`config.mk`:
```
export PLATFORM = sky130hd
export DESIGN_NAME = ssl_host_flat
export DESIGN_NICKNAME = d
export VERILOG_FILES = /design/src/shared/ssl_pkg.sv /design/src/shared/ssl_if.sv /design/src/ssl_host.sv /design/src/flat_wrapper.sv
export SDC_FILE = /design/constraint.sdc
export NUM_CORES = 1
export LEC_CHECK = 0
export BUFFER_PORTS_ARGS = -buffer_cell sky130_fd_sc_hd__buf_2
export CAP_MARGIN = 20
export CORE_MARGIN = 2
export CORE_UTILIZATION = 60
export CTS_BUF_LIST = sky130_fd_sc_hd__clkbuf_8
export CTS_CLUSTER_SIZE = 24
export DETAILED_ROUTE_END_ITERATION = 8
export HOLD_SLACK_MARGIN = 0.06
export PLACE_DENSITY = 0.83
export RECOVER_POWER = 25
export SETUP_SLACK_MARGIN = 0.1
export SLEW_MARGIN = 30
export SYNTH_ARGS = -nofsm -noshare
export SYNTH_HDL_FRONTEND = slang
export SYNTH_SLANG_ARGS = --single-unit
```
`constraint.sdc`:
```
create_clock -name aclk -period 3.5 [get_ports aclk]
set_clock_uncertainty 0.15 [all_clocks]
set_input_delay 0.7 -clock aclk [delete_from_list [all_inputs] [get_ports aclk]]
set_output_delay 0.7 -clock aclk [all_outputs]
set_load 0.005 [all_outputs]
```
`src/shared/ssl_pkg.sv`:
```
// shared constants for the synthesizer serial load link
package ssl_pkg;
    // serial word
    localparam int WORD_BITS = 24;
    localparam int CNT_RESET_POS = 2;
    // latch select codes, low two bits of a word
    localparam logic [1:0] SEL_REF = 2'h0;
    localparam logic [1:0] SEL_AB = 2'h1;
    localparam logic [1:0] SEL_FUNC = 2'h2;
    localparam logic [1:0] SEL_INIT = 2'h3;
    // timing
    localparam int CLK_MHZ = 200;
    localparam int SCLK_MAX_MHZ = 20;
    localparam int SCLK_HALF_CYC =
        (CLK_MHZ + 2 * SCLK_MAX_MHZ - 1) / (2 * SCLK_MAX_MHZ);
    localparam int STROBE_CYC = 8;
    localparam int SETTLE_NS = 1;
    localparam int SETTLE_CYC = (SETTLE_NS * 1000 * CLK_MHZ + 999) / 1000;
    // host register map
    localparam int AXI_ADDR_W = 4;
    localparam logic [3:0] ADDR_WORD = 4'h0;
    localparam logic [3:0] ADDR_CTRL = 4'h4;
    localparam logic [3:0] ADDR_STATUS = 4'h8;
    localparam int CTRL_PE_POS = 0;
    localparam logic CTRL_PE_RESET = 1'h0;
    localparam int STAT_BUSY_POS = 0;
    localparam int STAT_SETTLED_POS = 1;
    localparam int STAT_PE_POS = 2;
    // axi responses
    localparam logic [1:0] RESP_OKAY = 2'h0;
    localparam logic [1:0] RESP_SLVERR = 2'h2;
    localparam logic [1:0] RESP_DECERR = 2'h3;
endpackage

```
`src/shared/ssl_if.sv`:
```
// three-wire serial link plus power enable pin between host and synthesizer
`timescale 1ns/100ps
interface ssl_if;
    logic sclk;          // serial clock, data taken on its rise
    logic sdata;         // serial data, msb first
    logic latch_strobe;  // rise moves the shifted word into a latch
    logic power_enable;  // low powers the device down
    modport host (
        output sclk,
        output sdata,
        output latch_strobe,
        output power_enable
    );
    modport device (
        input sclk,
        input sdata,
        input latch_strobe,
        input power_enable
    );
endinterface

```
`src/ssl_host.sv`:
```
// host end: axi4-lite registers driving the three-wire serial writes
//
// The AXI4-Lite slave port and the address map were decided locally.
`timescale 1ns/100ps
module ssl_host (
    // clock and reset
    input logic aclk,
    input logic aresetn,
    // axi4-lite write address
    input logic awvalid,
    output logic awready,
    input logic [3:0] awaddr,
    // axi4-lite write data
    input logic wvalid,
    output logic wready,
    input logic [31:0] wdata,
    input logic [3:0] wstrb,
    // axi4-lite write response
    output logic bvalid,
    input logic bready,
    output logic [1:0] bresp,
    // axi4-lite read address
    input logic arvalid,
    output logic arready,
    input logic [3:0] araddr,
    // axi4-lite read data
    output logic rvalid,
    input logic rready,
    output logic [31:0] rdata,
    output logic [1:0] rresp,
    // serial link to the device
    ssl_if.host bus
);

    // serial sequencer states
    typedef enum logic [1:0] {ST_IDLE, ST_LOW, ST_HIGH, ST_STROBE}
        ssl_host_st_type;

    // whole state of the host end
    typedef struct packed {
        logic aw_rdy;
        logic w_rdy;
        logic [3:0] waddr;
        logic [31:0] wd;
        logic [3:0] ws;
        logic bv;
        logic [1:0] br;
        logic ar_rdy;
        logic rv;
        logic [31:0] rd;
        logic [1:0] rr;
        ssl_host_st_type st;
        logic [23:0] tx;
        logic [4:0] bits;
        logic [7:0] tick;
        logic sclk;
        logic sdata;
        logic strobe;
        logic pe;
        logic [7:0] settle;
        logic settled;
    } ssl_host_state_type;

    ssl_host_state_type q;
    ssl_host_state_type d;

    logic half_done;  // divider enable: half a serial clock elapsed

    assign half_done = q.tick == 8'(ssl_pkg::SCLK_HALF_CYC - 1);

    // next-state logic
    always_comb begin
        d = q;
        // take address and data in either order
        if (awvalid && q.aw_rdy) begin
            d.aw_rdy = 1'b0;
            d.waddr = awaddr;
        end
        if (wvalid && q.w_rdy) begin
            d.w_rdy = 1'b0;
            d.wd = wdata;
            d.ws = wstrb;
        end
        // both held: perform the write and answer
        if (!q.aw_rdy && !q.w_rdy && !q.bv) begin
            d.bv = 1'b1;
            d.br = ssl_pkg::RESP_OKAY;
            case (q.waddr)
                ssl_pkg::ADDR_WORD: begin
                    // a word written while sending is refused, never queued
                    if (q.st != ST_IDLE) begin
                        d.br = ssl_pkg::RESP_SLVERR;
                    end else begin
                        d.tx = q.wd[23:0];
                        d.bits = 5'(ssl_pkg::WORD_BITS);
                        d.tick = 8'h00;
                        d.st = ST_LOW;
                    end
                end
                ssl_pkg::ADDR_CTRL: begin
                    // software orders the start-up sequence through these
                    if (q.ws[0]) begin
                        d.pe = q.wd[ssl_pkg::CTRL_PE_POS];
                    end
                end
                ssl_pkg::ADDR_STATUS: d.br = ssl_pkg::RESP_SLVERR;
                default: d.br = ssl_pkg::RESP_DECERR;
            endcase
        end
        // response taken: accept the next write
        if (q.bv && bready) begin
            d.bv = 1'b0;
            d.aw_rdy = 1'b1;
            d.w_rdy = 1'b1;
        end
        // read channel, one at a time
        if (arvalid && q.ar_rdy) begin
            d.ar_rdy = 1'b0;
            d.rv = 1'b1;
            d.rd = 32'h00000000;
            d.rr = ssl_pkg::RESP_OKAY;
            case (araddr)
                ssl_pkg::ADDR_WORD: d.rd = {8'h00, q.tx};
                ssl_pkg::ADDR_CTRL: d.rd[ssl_pkg::CTRL_PE_POS] = q.pe;
                ssl_pkg::ADDR_STATUS: begin
                    d.rd[ssl_pkg::STAT_BUSY_POS] = q.st != ST_IDLE;
                    d.rd[ssl_pkg::STAT_SETTLED_POS] = q.settled;
                    d.rd[ssl_pkg::STAT_PE_POS] = q.pe;
                end
                default: d.rr = ssl_pkg::RESP_DECERR;
            endcase
        end
        if (q.rv && rready) begin
            d.rv = 1'b0;
            d.ar_rdy = 1'b1;
        end

        // serial sequencer; strobe stays low through all 24 bits
        unique case (q.st)
            ST_IDLE: d.tick = 8'h00;
            ST_LOW: begin
                if (half_done) begin
                    d.tick = 8'h00;
                    d.sclk = 1'b1;
                    d.st = ST_HIGH;
                end else begin
                    d.tick = q.tick + 8'h01;
                end
            end
            ST_HIGH: begin
                if (half_done) begin
                    d.tick = 8'h00;
                    d.sclk = 1'b0;
                    d.tx = {q.tx[22:0], 1'b0};
                    d.bits = q.bits - 5'h01;
                    d.st = (q.bits == 5'h01) ? ST_STROBE : ST_LOW;
                    d.strobe = q.bits == 5'h01;
                end else begin
                    d.tick = q.tick + 8'h01;
                end
            end
            ST_STROBE: begin
                // long enough for the device synchroniser to see it
                if (q.tick == 8'(ssl_pkg::STROBE_CYC - 1)) begin
                    d.strobe = 1'b0;
                    d.st = ST_IDLE;
                end else begin
                    d.tick = q.tick + 8'h01;
                end
            end
        endcase
        // msb first; data only moves while the clock is low
        d.sdata = d.tx[23];

        // settling timer after the enable pin rises
        if (!q.pe) begin
            d.settle = 8'h00;
            d.settled = 1'b0;
        end else if (!q.settled) begin
            if (q.settle == 8'(ssl_pkg::SETTLE_CYC - 1)) begin
                d.settled = 1'b1;
            end else begin
                d.settle = q.settle + 8'h01;
            end
        end
    end

    // state register; synchronous active-low reset
    always_ff @(posedge aclk) begin
        if (!aresetn) begin
            q <= '0;
            q.aw_rdy <= 1'b1;
            q.w_rdy <= 1'b1;
            q.ar_rdy <= 1'b1;
            q.pe <= ssl_pkg::CTRL_PE_RESET;
        end else begin
            q <= d;
        end
    end

    // outputs straight from the state register
    assign awready = q.aw_rdy;
    assign wready = q.w_rdy;
    assign bvalid = q.bv;
    assign bresp = q.br;
    assign arready = q.ar_rdy;
    assign rvalid = q.rv;
    assign rdata = q.rd;
    assign rresp = q.rr;
    assign bus.sclk = q.sclk;
    assign bus.sdata = q.sdata;
    assign bus.latch_strobe = q.strobe;
    assign bus.power_enable = q.pe;

endmodule

```
`src/flat_wrapper.sv`:
```
// flat-port wrapper written by rule: the top's interface ports become plain ports
module ssl_host_flat 
  (aclk, aresetn, awvalid, awready, awaddr, wvalid, wready, wdata, wstrb, bvalid, bready, bresp, arvalid, arready, araddr, rvalid, rready, rdata, rresp, bus_sclk, bus_sdata, bus_latch_strobe, bus_power_enable);
  ssl_if bus_i ();
  input logic aclk;
  input logic aresetn;
  input logic awvalid;
  output logic awready;
  input logic [3:0] awaddr;
  input logic wvalid;
  output logic wready;
  input logic [31:0] wdata;
  input logic [3:0] wstrb;
  output logic bvalid;
  input logic bready;
  output logic [1:0] bresp;
  input logic arvalid;
  output logic arready;
  input logic [3:0] araddr;
  output logic rvalid;
  input logic rready;
  output logic [31:0] rdata;
  output logic [1:0] rresp;
  output wire logic [$bits(bus_i.sclk)-1:0] bus_sclk;
  output wire logic [$bits(bus_i.sdata)-1:0] bus_sdata;
  output wire logic [$bits(bus_i.latch_strobe)-1:0] bus_latch_strobe;
  output wire logic [$bits(bus_i.power_enable)-1:0] bus_power_enable;
  assign bus_sclk = bus_i.sclk;
  assign bus_sdata = bus_i.sdata;
  assign bus_latch_strobe = bus_i.latch_strobe;
  assign bus_power_enable = bus_i.power_enable;
  ssl_host u_core (.aclk(aclk), .aresetn(aresetn), .awvalid(awvalid), .awready(awready), .awaddr(awaddr), .wvalid(wvalid), .wready(wready), .wdata(wdata), .wstrb(wstrb), .bvalid(bvalid), .bready(bready), .bresp(bresp), .arvalid(arvalid), .arready(arready), .araddr(araddr), .rvalid(rvalid), .rready(rready), .rdata(rdata), .rresp(rresp), .bus(bus_i));
endmodule
```
=== Word level (Yosys, flattened, before mapping) ===
Cells that the tools add are included.

* Register bits after elaboration: 122
* Word-level logic and storage cells: 96
* Bits of input ports: 51
* Output and inout port bits: 45

* Equality and inequality tests: 17
* Bitwise logic cells: 3
* Muxes and demuxes: 26
* Reductions and logical operators: 26
* Add/sub/neg operators: 3

{| class="wikitable"
|+ Operator list
! cell !! number
|-
| $mux 39 || 3
|-
| $mux 31 || 1
|-
| $mux 29 || 1
|-
| $pmux 8 s3 || 1
|-
| $mux 21 || 1
|-
| $add 8x1->8 const B || 2
|-
| $eq 8x3->1 const B || 2
|-
| $mux 8 || 2
|-
| $pmux 2 s3 || 2
|-
| $reduce_and 3->1 || 4
|-
| $mux 2 || 5
|-
| $eq 4x3->1 const B || 2
|-
| $eq 4x4->1 const B || 2
|-
| $eq 8x8->1 const B || 1
|-
| $logic_not 4->1 || 2
|-
| $logic_and 1x1->1 || 7
|-
| $mux 1 || 6
|-
| $ne 2x1->1 const B || 3
|-
| $ne 3x3->1 const B || 2
|-
| $reduce_bool 2->1 || 3
|-
| $reduce_or 2->1 || 3
|-
| $eq 5x1->1 const B || 1
|-
| $sub 5x1->5 const B || 1
|-
| $eq 2x2->1 const B || 2
|-
| other kinds (10) || 16
|}

=== Logic depth before layout (Yosys ltp) ===
Gate-level depths: netlist of run 1.

* Depth in word-level cells: 6
* Gate-level depth with buffers: 9
* Gate-level depth less buffers: 7

=== Worst setup path after synthesis of run 1 ===
Ideal clock, no wire load.

* Path kind: in2reg
* Start: input araddr[1]
* End: register u_core.q, in the netlist u_core.rdata[10]
* Data arrival time: 1.809 ns
* Setup slack: 1.475 ns
* Setup time: 0.065 ns
* Required time: 3.285 ns
* Stages on the path: 5
* Path through: or3_1 nor3_1 clkbuf_1 a22oi_1 nor2b_1

* Cells in the longest elaborated chain, start to end: 2

{| class="wikitable"
|+ RTL lines
! element !! line !! source
|-
| start: declaration || flat_wrapper.sv:19 || <nowiki>input logic [3:0] araddr;</nowiki>
|-
| $logic_not 4->1 || ssl_host.sv:122 || <nowiki>case (araddr)</nowiki>
|-
| $mux 21 || ssl_host.sv:122 ||
|-
| end: declaration || ssl_host.sv:64 || <nowiki>ssl_host_state_type q;</nowiki>
|}

No other way between the ends.
A chain may end at the register's enable or synchronous reset.

=== Final worst setup path of run 1 ===
* Start: input aresetn
* End: register u_core.q[7] (netlist name)

* Cells in the longest elaborated chain, start to end: 1

{| class="wikitable"
|+ RTL lines
! element !! line !! source
|-
| start: declaration || flat_wrapper.sv:6 || <nowiki>input logic aresetn;</nowiki>
|-
| $reduce_and 2->1 (no line) || n/a ||
|}

No other way between the ends.

==> run_results.csv, run 1 <==
group,metric,value,unit
outcome,outcome,"complete, no violations",
die,num_rows,33,
setup_path,timing.critical_path.cells,"clkbuf_1 > clkbuf_1 > nand2_1 > a21oi_1",
route,routed-wl-met2,4.764,mm
grt,pin_count_of_the_biggest_net_entering_global_routing,29,
clock_tree,post_cts.repair.setup_buffers,0,
synthesis,cell_count_after_synthesis,562,
synthesis,synth_async_sr_flop_share,0,%
sta,tightestPinTransition,0.9862,ns
power_and_ir_drop,power.ir.vdd_worst,211.1,uV
place,routabilityCongestion,0.8540,
grt,grt.total_usage,22.17,%
sta,fmaxAchievable,0.3788,GHz
place,portBuffers,76,
setup_path,reg2reg_setup_slack,1.08,ns
worst_hold_path,timing.hold.worst.start,"u_core.q[91]$_SDFFE_PN0P_",
setup_path,worstPathBufferInverterCount,2,
synthesis,adder_cell_fraction_of_synth_area,2.736,%
sta,min_period,2.640,ns
route,route.vias.total,3868,
clock_tree,tritoncts_num_sinks,112,
final_layout,area_growth_syn_to_layout,7.562,%
synthesis,yosysTopAreaCellShare,44.58,%
setup_path,worstSetupStartpointType,"input pin",
synthesis,postSynthAreaPerCell,8.950,um2
power_and_ir_drop,power.density,424.1,nW/um2
job,max-cap-violations,0,
setup_path,critical_path.endpoint_type,"register",
route,wl_met3,504,um
synthesis,synth-compound-area-share,16.27,%
sta,timing.slew.headroom,34.25,%
setup_path,worstSetupPathType,"input pin to register",
clock_tree,tritoncts,"built",
setup_path,crit_path_max_incr_delay,0.81,ns
synthesis,cell_type_contributing_the_most_total_cell_area_after_synthesis,"sky130_fd_sc_hd__dfxtp_1",
die,core_area,8175,um2
sta,total_negative_setup_slacks,0,ns
setup_path,cp_top_family,"buffers and inverters",
sta,final.period_utilization,75.42,%
grt,number_of_global_route_vias_before_repair,3633,
clock_tree,worstSkewPairLatency,0.37,ns
die,dieArea,9132,um2
place,place.detailed.hpwl,6.864,mm
clock_tree,clock-root-buffer,"sky130_fd_sc_hd__clkbuf_8",
sta,setup_repair_after_global_routing_missed_its_margin,"false",
synthesis,yosysWarnings,0,
route,drt_pre_antenna_iters,5,
route,total_wirelength,9.856,mm
final_layout,largest_register,"u_core.q",
synthesis,post_synth_main_area_contributors,"sky130_fd_sc_hd__dfxtp_1, sky130_fd_sc_hd__nand2_1, sky130_fd_sc_hd__mux2i_1",
synthesis,ys_ff_latch,112,
setup_path,crit-reg2reg-launch,"u_core.q[50]$_SDFF_PN0_",
synthesis,yosysUniqueCellTypes,51,
setup_path,required,3.66,ns
clock_tree,cts.htree.levels,3,
clock_tree,cts_resized,0,
grt,grt_antenna_before_repair,0,
die,dieWidth,95.56,um
setup_path,crit_slowest_cell,"sky130_fd_sc_hd__clkbuf_1",
grt,gr-total-overflow,0,
route,wire_length_on_met1,4.505,mm
synthesis,most_frequent_cell_after_synthesis,"sky130_fd_sc_hd__dfxtp_1",
die,start_util,61.52,%
setup_path,r2r-end,"u_core.q[32]$_SDFF_PN0_",
synthesis,post_synth_edffs,0,
clock_tree,numCtsBuffers,9,
sta,final.hold.worst_slack,0.3160,ns
route,post_drt_wl_per_cell,13.98,um
final_layout,post_route_cells_drive_above_1_share,15.67,%
die,die_y,95.56,um
setup_path,reg2reg_depth,5,
worst_hold_path,hold_depth,2,
final_layout,finish.instance_area,5410,um2
clock_tree,cts_hold_buffers,0,
synthesis,synthSimpleGateAreaFrac,19.65,%
route,drc,0,
setup_path,cp_common_cell,"sky130_fd_sc_hd__clkbuf_1",
synthesis,synth_common_cells,"sky130_fd_sc_hd__dfxtp_1, sky130_fd_sc_hd__nand2_1, sky130_fd_sc_hd__buf_4, sky130_fd_sc_hd__a21boi_0, sky130_fd_sc_hd__mux2i_1",
sta,final-setup-viol-count,0,
route,highest_layer,"met4",
die,io-pin-count,96,
setup_path,maximum_net_fanout_on_the_critical_path,28,
power_and_ir_drop,leakage,2.258,nW
final_layout,n_antenna_cell,0,
final_layout,fillerInstances,657,
synthesis,synth_mux_area_share,5.970,%
route,drt-initial-drc-count,180,
clock_tree,clock_edge_transition_at_the_registers_on_the_reported_setup_and_hold_paths,0.11,ns
final_layout,finalNetCount,657,
synthesis,synth-seq-area-share,44.58,%
final_layout,largest_register_ffs,76,
route,drt-vias-per-instance,5.487,
worst_hold_path,min-delay-path-class,"register to register",
sta,final_hold_viol_count,0,
synthesis,post_synth_instance_area,5030,um2
synthesis,largest_family_of_logic_cells_by_synthesized_area,"simple AND/OR/NAND/NOR gates",
place,dpl-instance-area,5218,um2
clock_tree,clock_tree.buffer_depth,2,
route,ant_nets,0,
synthesis,ys_flop_type,"sky130_fd_sc_hd__dfxtp_1",
grt,wire_length_of_the_first_global_routing_pass,16.19,mm
worst_hold_path,hold_path_endpoint,"u_core.q[91]$_SDFFE_PN0P_",
sta,timing.final.max_slew_violations,0,
synthesis,synthXorXnorAreaFrac,1.915,%
setup_path,data_arrival_at_the_endpoint_of_the_critical_path,2.80,ns
power_and_ir_drop,fin_total_pwr,0.002294,W
[cell usage in the layout (no fill, tap or decap), types with 2 or more instances in the layout]
cell type and n:
sky130_fd_sc_hd__a211oi_1 2, sky130_fd_sc_hd__a21boi_0 30, sky130_fd_sc_hd__a21boi_1 4, sky130_fd_sc_hd__a21oi_1 11
sky130_fd_sc_hd__a22oi_1 24, sky130_fd_sc_hd__and2_1 4, sky130_fd_sc_hd__and3_1 3, sky130_fd_sc_hd__and4_1 2
sky130_fd_sc_hd__and4b_1 2, sky130_fd_sc_hd__buf_2 66, sky130_fd_sc_hd__buf_4 4, sky130_fd_sc_hd__clkbuf_1 11
sky130_fd_sc_hd__clkbuf_8 10, sky130_fd_sc_hd__clkinv_8 2, sky130_fd_sc_hd__conb_1 8, sky130_fd_sc_hd__dfxtp_1 112
sky130_fd_sc_hd__ha_1 11, sky130_fd_sc_hd__inv_1 12, sky130_fd_sc_hd__inv_6 2, sky130_fd_sc_hd__mux2i_1 30
sky130_fd_sc_hd__nand2_1 101, sky130_fd_sc_hd__nand2b_1 3, sky130_fd_sc_hd__nand3_1 11, sky130_fd_sc_hd__nand3b_1 2
sky130_fd_sc_hd__nand4_1 2, sky130_fd_sc_hd__nand4b_1 2, sky130_fd_sc_hd__nor2_1 20, sky130_fd_sc_hd__nor2b_1 27
sky130_fd_sc_hd__nor3_1 8, sky130_fd_sc_hd__o211a_1 3, sky130_fd_sc_hd__o21a_1 3, sky130_fd_sc_hd__o21ai_0 11
sky130_fd_sc_hd__o21ai_1 21, sky130_fd_sc_hd__o22ai_1 2, sky130_fd_sc_hd__or3_1 2, sky130_fd_sc_hd__xnor2_1 3
sky130_fd_sc_hd__xor2_1 8
[tightest hold or removal path: cells and delay by family (launching register included)]
family | cells | cell delay (ns)
flip-flops | 1 | 0.32
AO/OA/AOI/OAI | 1 | 0.06
AND/OR/NAND/NOR | 1 | 0.05
[where the power goes]
| part | internal (W) | total, W | switching [W] |
|---|---|---|---|
| Combinational | 0.0000785 | 0.000187 | 0.000109 |
| Sequential | 0.00131 | 0.00133 | 0.0000264 |
| Clock | 0.000302 | 0.000774 | 0.000472 |
[layout make-up]
cell class                      count  area, um2  share of cell area [%]
Tap cell                          105      131.4                   2.428
Clock inverter                      6      70.07                   1.295
Multi-Input combinational cell    379       2382                   44.03
Timing Repair Buffer               81      401.6                   7.424
Inverter                           12      45.04                  0.8326
Clock buffer                       10      137.6                   2.544
Sequential cell                   112       2242                   41.44
[cells by family after synthesis]
kind of cell	Yosys count
XOR/XNOR	11
AND/OR/NAND/NOR	200
other	1
buffers and inverters	78
multiplexers	30
flip-flops	112
AO/OA/AOI/OAI	119
adder cells (fa/ha/maj)	11
[worst max-delay path by stage]
| stage | startpoint | endpoint | slack, ns | cells after the start |
|---|---|---|---|---|
| after floorplan | araddr[1] | u_core.rdata[10]$_SDFFE_PN0P_ | 1.48 | 5 |
| after global placement | aresetn | u_core.q[29]$_SDFF_PN0_ | 1.01 | 4 |
| after detailed placement | aresetn | u_core.q[32]$_SDFF_PN0_ | 0.90 | 4 |
| after CTS | u_core.awready$_SDFFE_PP1P_ | u_core.q[13]$_SDFFE_PN0P_ | 1.10 | 5 |
| after global routing | aresetn | u_core.q[7]$_SDFFE_PN0P_ | 0.63 | 4 |
| final | aresetn | u_core.q[7]$_SDFFE_PN0P_ | 0.86 | 4 |
[layer usage]
layer	GRT usage, %	vias to the layer above
met3	4.348	7
li1	-	1950
met5	0	-
met2	37.41	86
met4	6.190	0
met1	28.86	1825
[per-stage QoR]
step                      util [%]  setup WS (ns)  std cells
final                        66.18         0.8602        705
after global routing         66.18         0.6277        705
after CTS                    66.36          1.103        705
after detailed placement     63.82         0.8983        689
after global placement       63.82          1.005        689
after floorplan                  -          1.475        569
Power figures use the tool's default switching activity.
==> run 2, diff against run 1 <==
CORE_UTILIZATION = 57   (was 60)
PLACE_DENSITY = 0.79   (was 0.83)
clock period = 2.43 ns   (was 3.5 ns; I/O delays follow)
==> run 2 against run 1 <==
Compared with the run above:
- first-iteration DRC count fell by 26%
- die area increased by 5.0%
- power up 43%
- clock-buffer cell count down 1
- routed wire length about the same
- highest routed layer unchanged
==> run_results.csv, run 2 (synthesis results as in run 1) <==
group,metric,value,unit
outcome,outcome,"complete, no violations",
clock_tree,tritoncts,"built",
sta,fmaxAchievable,0.4721,GHz
setup_path,reg2reg_setup_slack,0.31,ns
power_and_ir_drop,leakage,2.319,nW
grt,gr-total-overflow,0,
final_layout,post_route_cells_drive_above_1_share,17.69,%
place,portBuffers,76,
clock_tree,clock_tree.buffer_depth,2,
power_and_ir_drop,p_comb_share,8.5,%
place,place.detailed.instances,697,
final_layout,largest_register,"u_core.q",
final_layout,multiInputGateArea,2382,um2
power_and_ir_drop,switching_share,26.59,%
die,die_y,97.94,um
sta,setup_repair_after_global_routing_missed_its_margin,"false",
die,core_area,8636,um2
clock_tree,cts.htree.levels,3,
sta,final_hold_viol_count,0,
setup_path,critical_path.endpoint_type,"register",
die,start_util,58.24,%
die,io-pin-count,96,
route,ant_nets,0,
clock_tree,numCtsBuffers,9,
route,total_wirelength,9.857,mm
final_layout,ff_latch_area,2242,um2
die,dieWidth,97.94,um
grt,grt_antenna_before_repair,0,
route,drt_pre_antenna_iters,4,
die,dieArea,9591,um2
sta,tightestPinTransition,1.243,ns
die,num_rows,34,
route,route.vias.total,3866,
place,place.detailed.hpwl,6.863,mm
setup_path,data_arrival_at_the_endpoint_of_the_critical_path,2.27,ns
setup_path,maximum_net_fanout_on_the_critical_path,9,
route,drt-vias-per-instance,5.422,
sta,min_period,2.118,ns
sta,timing.slew.headroom,17.15,%
grt,grt.total_usage,20.97,%
power_and_ir_drop,power.density,601.8,nW/um2
sta,timing.final.max_slew_violations,0,
power_and_ir_drop,seq_power_share,58.4,%
sta,total_negative_setup_slacks,0,ns
power_and_ir_drop,power.net_switching,0.0008743,W
final_layout,largest_register_ffs,76,
final_layout,final_cell_count_no_fill,713,
place,routabilityCongestion,0.8225,
final_layout,fillerInstances,734,
power_and_ir_drop,power.ir.vdd_worst,400.4,uV
grt,wire_length_of_the_first_global_routing_pass,16.80,mm
clock_tree,clock_edge_transition_at_the_registers_on_the_reported_setup_and_hold_paths,0.11,ns
sta,final.period_utilization,87.17,%
worst_hold_path,min-delay-path-class,"input pin to register",
power_and_ir_drop,internal-power,0.002413,W
clock_tree,cts_hold_buffers,0,
clock_tree,post_cts.repair.setup_buffers,0,
clock_tree,tritoncts_num_sinks,112,
clock_tree,worstSkewPairLatency,0.37,ns
route,drt-initial-drc-count,133,
final_layout,leading_cell_type_in_the_layout_fill_and_taps_excluded,"sky130_fd_sc_hd__dfxtp_1",
power_and_ir_drop,pwr-share-clk,33.2,%
final_layout,layout.cells.most_common_list,"sky130_fd_sc_hd__dfxtp_1, sky130_fd_sc_hd__nand2_1, sky130_fd_sc_hd__buf_2, sky130_fd_sc_hd__a21boi_0, sky130_fd_sc_hd__mux2i_1",
grt,number_of_global_route_vias_before_repair,3796,
grt,pin_count_of_the_biggest_net_entering_global_routing,76,
route,drc,0,
clock_tree,clock-root-buffer,"sky130_fd_sc_hd__clkbuf_8",
final_layout,finalNetCount,662,
setup_path,worstSetupPathType,"register to register",
final_layout,n_antenna_cell,0,
job,max-cap-violations,0,
setup_path,required,2.58,ns
setup_path,worstSetupStartpointType,"register",
final_layout,area_growth_syn_to_layout,8.607,%
route,post_drt_wl_per_cell,13.82,um
sta,final-setup-viol-count,0,
==> run 2: changes by cell type in the layout (fill, tap and decap cells not counted), sizes merged <==
cell	before	now
clkbuf	21	13
buf	70	82
inv	15	17
clkinv	3	2
==> run 2: final cells by class <==
type | count | share of cell area (%)
inverter | 12 | 0.8246
clock inverter | 7 | 1.328
multi-input combinational | 379 | 43.61
timing repair buffer | 86 | 8.452
clock buffer | 9 | 2.268
tap | 108 | 2.474
sequential | 112 | 41.04
==> run 2: timing repair <==
item                                    4_1_cts  5_1_grt
endpoints found under the hold margin         0        0
endpoints found under the setup margin        0       24
gates resized for setup                       0        1
==> run 2: critical path: stages, from the launching register on <==
cell and delay (ns):
sky130_fd_sc_hd__dfxtp_1 0.41, sky130_fd_sc_hd__nor3_4 0.39, sky130_fd_sc_hd__nand3_2 0.25, sky130_fd_sc_hd__and4_1 0.35, sky130_fd_sc_hd__or3b_1 0.37, sky130_fd_sc_hd__a21boi_1 0.12
==> run 2: power groups by stage <==
stage	logic, W	registers [W]	clock network (W)
floorplan	0.000201	0.00195	0
global placement	0.000270	0.00196	0
CTS	0.000280	0.00192	0.00111
global route	0.000314	0.00193	0.00120
finish	0.000279	0.00192	0.00109
detailed placement	0.000279	0.00196	0
==> run 2: worst paths after layout <==
| kind | depth (start not counted) | from | end |
|---|---|---|---|
| hold / removal | 2 | wvalid | u_core.wready$_SDFFE_PP1P_ |
| setup reg to reg | 5 | u_core.awready$_SDFFE_PP1P_ | u_core.q[13]$_SDFFE_PN0P_ |
| setup / recovery | 5 | u_core.awready$_SDFFE_PP1P_ | u_core.q[13]$_SDFFE_PN0P_ |
| hold reg to reg | 2 | u_core.q[113]$_SDFFE_PN0P_ | u_core.q[113]$_SDFFE_PN0P_ |
==> run 2: routing by layer <==
metal | up-vias | track usage (%) | wire (um)
met1 | 1807 | 26.57 | 4404
met2 | 97 | 35.25 | 4755
met5 | - | 0 | 0
met4 | 0 | 8.974 | 174
li1 | 1947 | - | -
met3 | 15 | 3.651 | 523
==> run 2: metrics by stage <==
step / cell area (um2) / power [W] / setup WS, ns / util (%) / hold WS [ns]
after detailed placement: 5271 / 0.002239 / 0.1730 / 61.04 / 0.3094
after CTS: 5468 / 0.003311 / 0.1459 / 63.32 / 0.1462
after global routing: 5463 / 0.003444 / 0.1779 / 63.26 / 0.1752
after global placement: 5271 / 0.002227 / 0.2407 / 61.04 / 0.3021
after floorplan: 5056 / 0.002151 / 0.5587 / - / 0.2869
final: 5463 / 0.003288 / 0.3118 / 63.26 / 0.1605
==> run 3, diff against run 2 <==
CORE_UTILIZATION = 45   (was 57)
PLACE_DENSITY = 0.64   (was 0.79)
==> run 3 against run 2 <==
Compared with the run above:
- routed wire length grew 2.6%
- largest power group unchanged
- die area rose by 26%
- worst setup slack better by 0.049 ns
- clock-buffer cell count is the same
- sequential power is essentially flat
- clock power shrank 7%
- worst hold slack gained 0.0086 ns
- highest routed layer unchanged
- utilization shrank 13 points
- non-clock buffer count down 2
- cell area is essentially flat
- final cell count increased by 3.9%
==> run_results.csv, run 3 (synthesis results as in run 1) <==
group,metric,value,unit
job,max-cap-violations,0,
route,ant_nets,0,
final_layout,post_route_cells_drive_above_1_share,17.47,%
place,place.detailed.instances,727,
clock_tree,cts.htree.levels,3,
final_layout,multiInputGateArea,2382,um2
clock_tree,worstSkewPairLatency,0.38,ns
sta,timing.final.max_slew_violations,0,
route,total_wirelength,10.11,mm
final_layout,largest_register,"u_core.q",
setup_path,crit_slowest_cell,"sky130_fd_sc_hd__clkbuf_2",
grt,wire_length_of_the_first_global_routing_pass,16.77,mm
die,io-pin-count,96,
sta,min_period,2.069,ns
die,core_area,10890,um2
clock_tree,post_cts.repair.setup_buffers,0,
final_layout,n_antenna_cell,0,
sta,finalWorstSetupSlack,0.3610,ns
route,drt-initial-drc-count,171,
power_and_ir_drop,fin_total_pwr,0.003202,W
clock_tree,clock_edge_transition_at_the_registers_on_the_reported_setup_and_hold_paths,0.10,ns
clock_tree,numCtsBuffers,9,
place,place.detailed.hpwl,6.759,mm
die,start_util,46.20,%
route,drt-vias-per-instance,5.181,
worst_hold_path,min-delay-path-class,"input pin to register",
clock_tree,tritoncts_num_sinks,112,
grt,layer_with_the_highest_usage_after_global_routing,"met2",
setup_path,timing.critical_path.cells,"clkbuf_1 > clkbuf_2 > nand2_1 > a21oi_1",
sta,final.period_utilization,85.14,%
route,drc,0,
sta,final-setup-viol-count,0,
power_and_ir_drop,power.density,586.3,nW/um2
grt,gr-total-overflow,0,
setup_path,crit_path_max_incr_delay,0.96,ns
grt,grt_antenna_before_repair,0,
route,route.vias.total,3839,
die,dieWidth,109.7,um
die,die_y,109.7,um
clock_tree,tritoncts,"built",
final_layout,ff_latch_area,2242,um2
die,dieArea,12040,um2
final_layout,finalNetCount,660,
place,routabilityCongestion,0.7498,
die,num_rows,38,
setup_path,required,2.58,ns
setup_path,data_arrival_at_the_endpoint_of_the_critical_path,2.22,ns
setup_path,worstSetupPathType,"input pin to register",
final_layout,fillerInstances,1041,
sta,tightestPinTransition,1.287,ns
power_and_ir_drop,leakage,2.300,nW
setup_path,maximum_net_fanout_on_the_critical_path,75,
final_layout,largest_register_ffs,76,
sta,fmaxAchievable,0.4833,GHz
setup_path,critical_path.endpoint_type,"register",
clock_tree,clock-root-buffer,"sky130_fd_sc_hd__clkbuf_8",
final_layout,final_cell_count_no_fill,741,
grt,gr-usage-met3,4.683,%
grt,number_of_global_route_vias_before_repair,3670,
route,post_drt_wl_per_cell,13.65,um
sta,total_negative_setup_slacks,0,ns
route,drt_pre_antenna_iters,4,
power_and_ir_drop,power.ir.vdd_worst,271.6,uV
place,portBuffers,76,
grt,groute.layer.met2.usage,28.75,%
clock_tree,clock_tree.buffer_depth,2,
final_layout,area_growth_syn_to_layout,8.557,%
place,place_worst_setup_slack,0.1437,ns
clock_tree,cts_resized,0,
setup_path,worstSetupStartpointType,"input pin",
sta,timing.slew.headroom,14.23,%
setup_path,worstPathBufferInverterCount,2,
grt,grt.total_usage,17.64,%
sta,final_hold_viol_count,0,
outcome,outcome,"complete, no violations",
clock_tree,cts_hold_buffers,0,
sta,setup_repair_after_global_routing_missed_its_margin,"false",
grt,groute.layer.met1.usage,22.59,%
grt,pin_count_of_the_biggest_net_entering_global_routing,76,
final_layout,leading_cell_type_in_the_layout_fill_and_taps_excluded,"sky130_fd_sc_hd__dfxtp_1",
setup_path,cp_top_family,"buffers and inverters",
final_layout,layout.cells.most_common_list,"sky130_fd_sc_hd__dfxtp_1, sky130_fd_sc_hd__nand2_1, sky130_fd_sc_hd__buf_2, sky130_fd_sc_hd__a21boi_0, sky130_fd_sc_hd__mux2i_1",
## run 3: cell count changes in the layout (fill, tap and decap cells not counted), sizes merged
| cell | change |
|---|---|
| clkbuf | -2 |
| inv | -3 |
| clkinvlp | +1 |
## run 3: path summary, 6_finish.rpt
check / start / endpoint / slack [ns] / cells after the start
worst max register to register: u_core.awready$_SDFFE_PP1P_ / u_core.q[13]$_SDFFE_PN0P_ / 0.40 / 5
worst min-delay path: wvalid / u_core.wready$_SDFFE_PP1P_ / 0.17 / 2
worst max-delay path: aresetn / u_core.q[7]$_SDFFE_PN0P_ / 0.36 / 4
worst min register to register: u_core.q[109]$_SDFFE_PN0P_ / u_core.q[109]$_SDFFE_PN0P_ / 0.32 / 2
## run 3: power by group
part	switching (W)	internal [W]
Clock	0.000633	0.000373
Combinational	0.000160	0.000119
Sequential	0.0000350	0.00188
Total	0.000828	0.00237
## run 3: per-layer routing
metal  part of all wire (%)  wire length (um)  up-vias
met5                      0                 0        -
met4                    1.4               142        0
met3                    4.8               482       10
met2                     46              4661       73
met1                     48              4826     1809
li1                       -                 -     1947
## run 3: area by class of cell
class                           instances  share of cell area (%)
Clock buffer                            9                   2.269
Clock inverter                          5                  0.7791
Inverter                               12                  0.8249
Multi-Input combinational cell        379                   43.63
Sequential cell                       112                   41.06
Tap cell                              140                   3.208
Timing Repair Buffer                   84                   8.226
## run 3: stage by stage
step                      hold slack [ns]  instance area (um2)  utilization [%]
after floorplan                    0.2869                 5056                -
after global placement             0.2993                 5309            48.76
after detailed placement           0.3053                 5309            48.76
after CTS                          0.1548                 5475            50.29
after global routing               0.1613                 5460            50.15
final                              0.1691                 5460            50.15
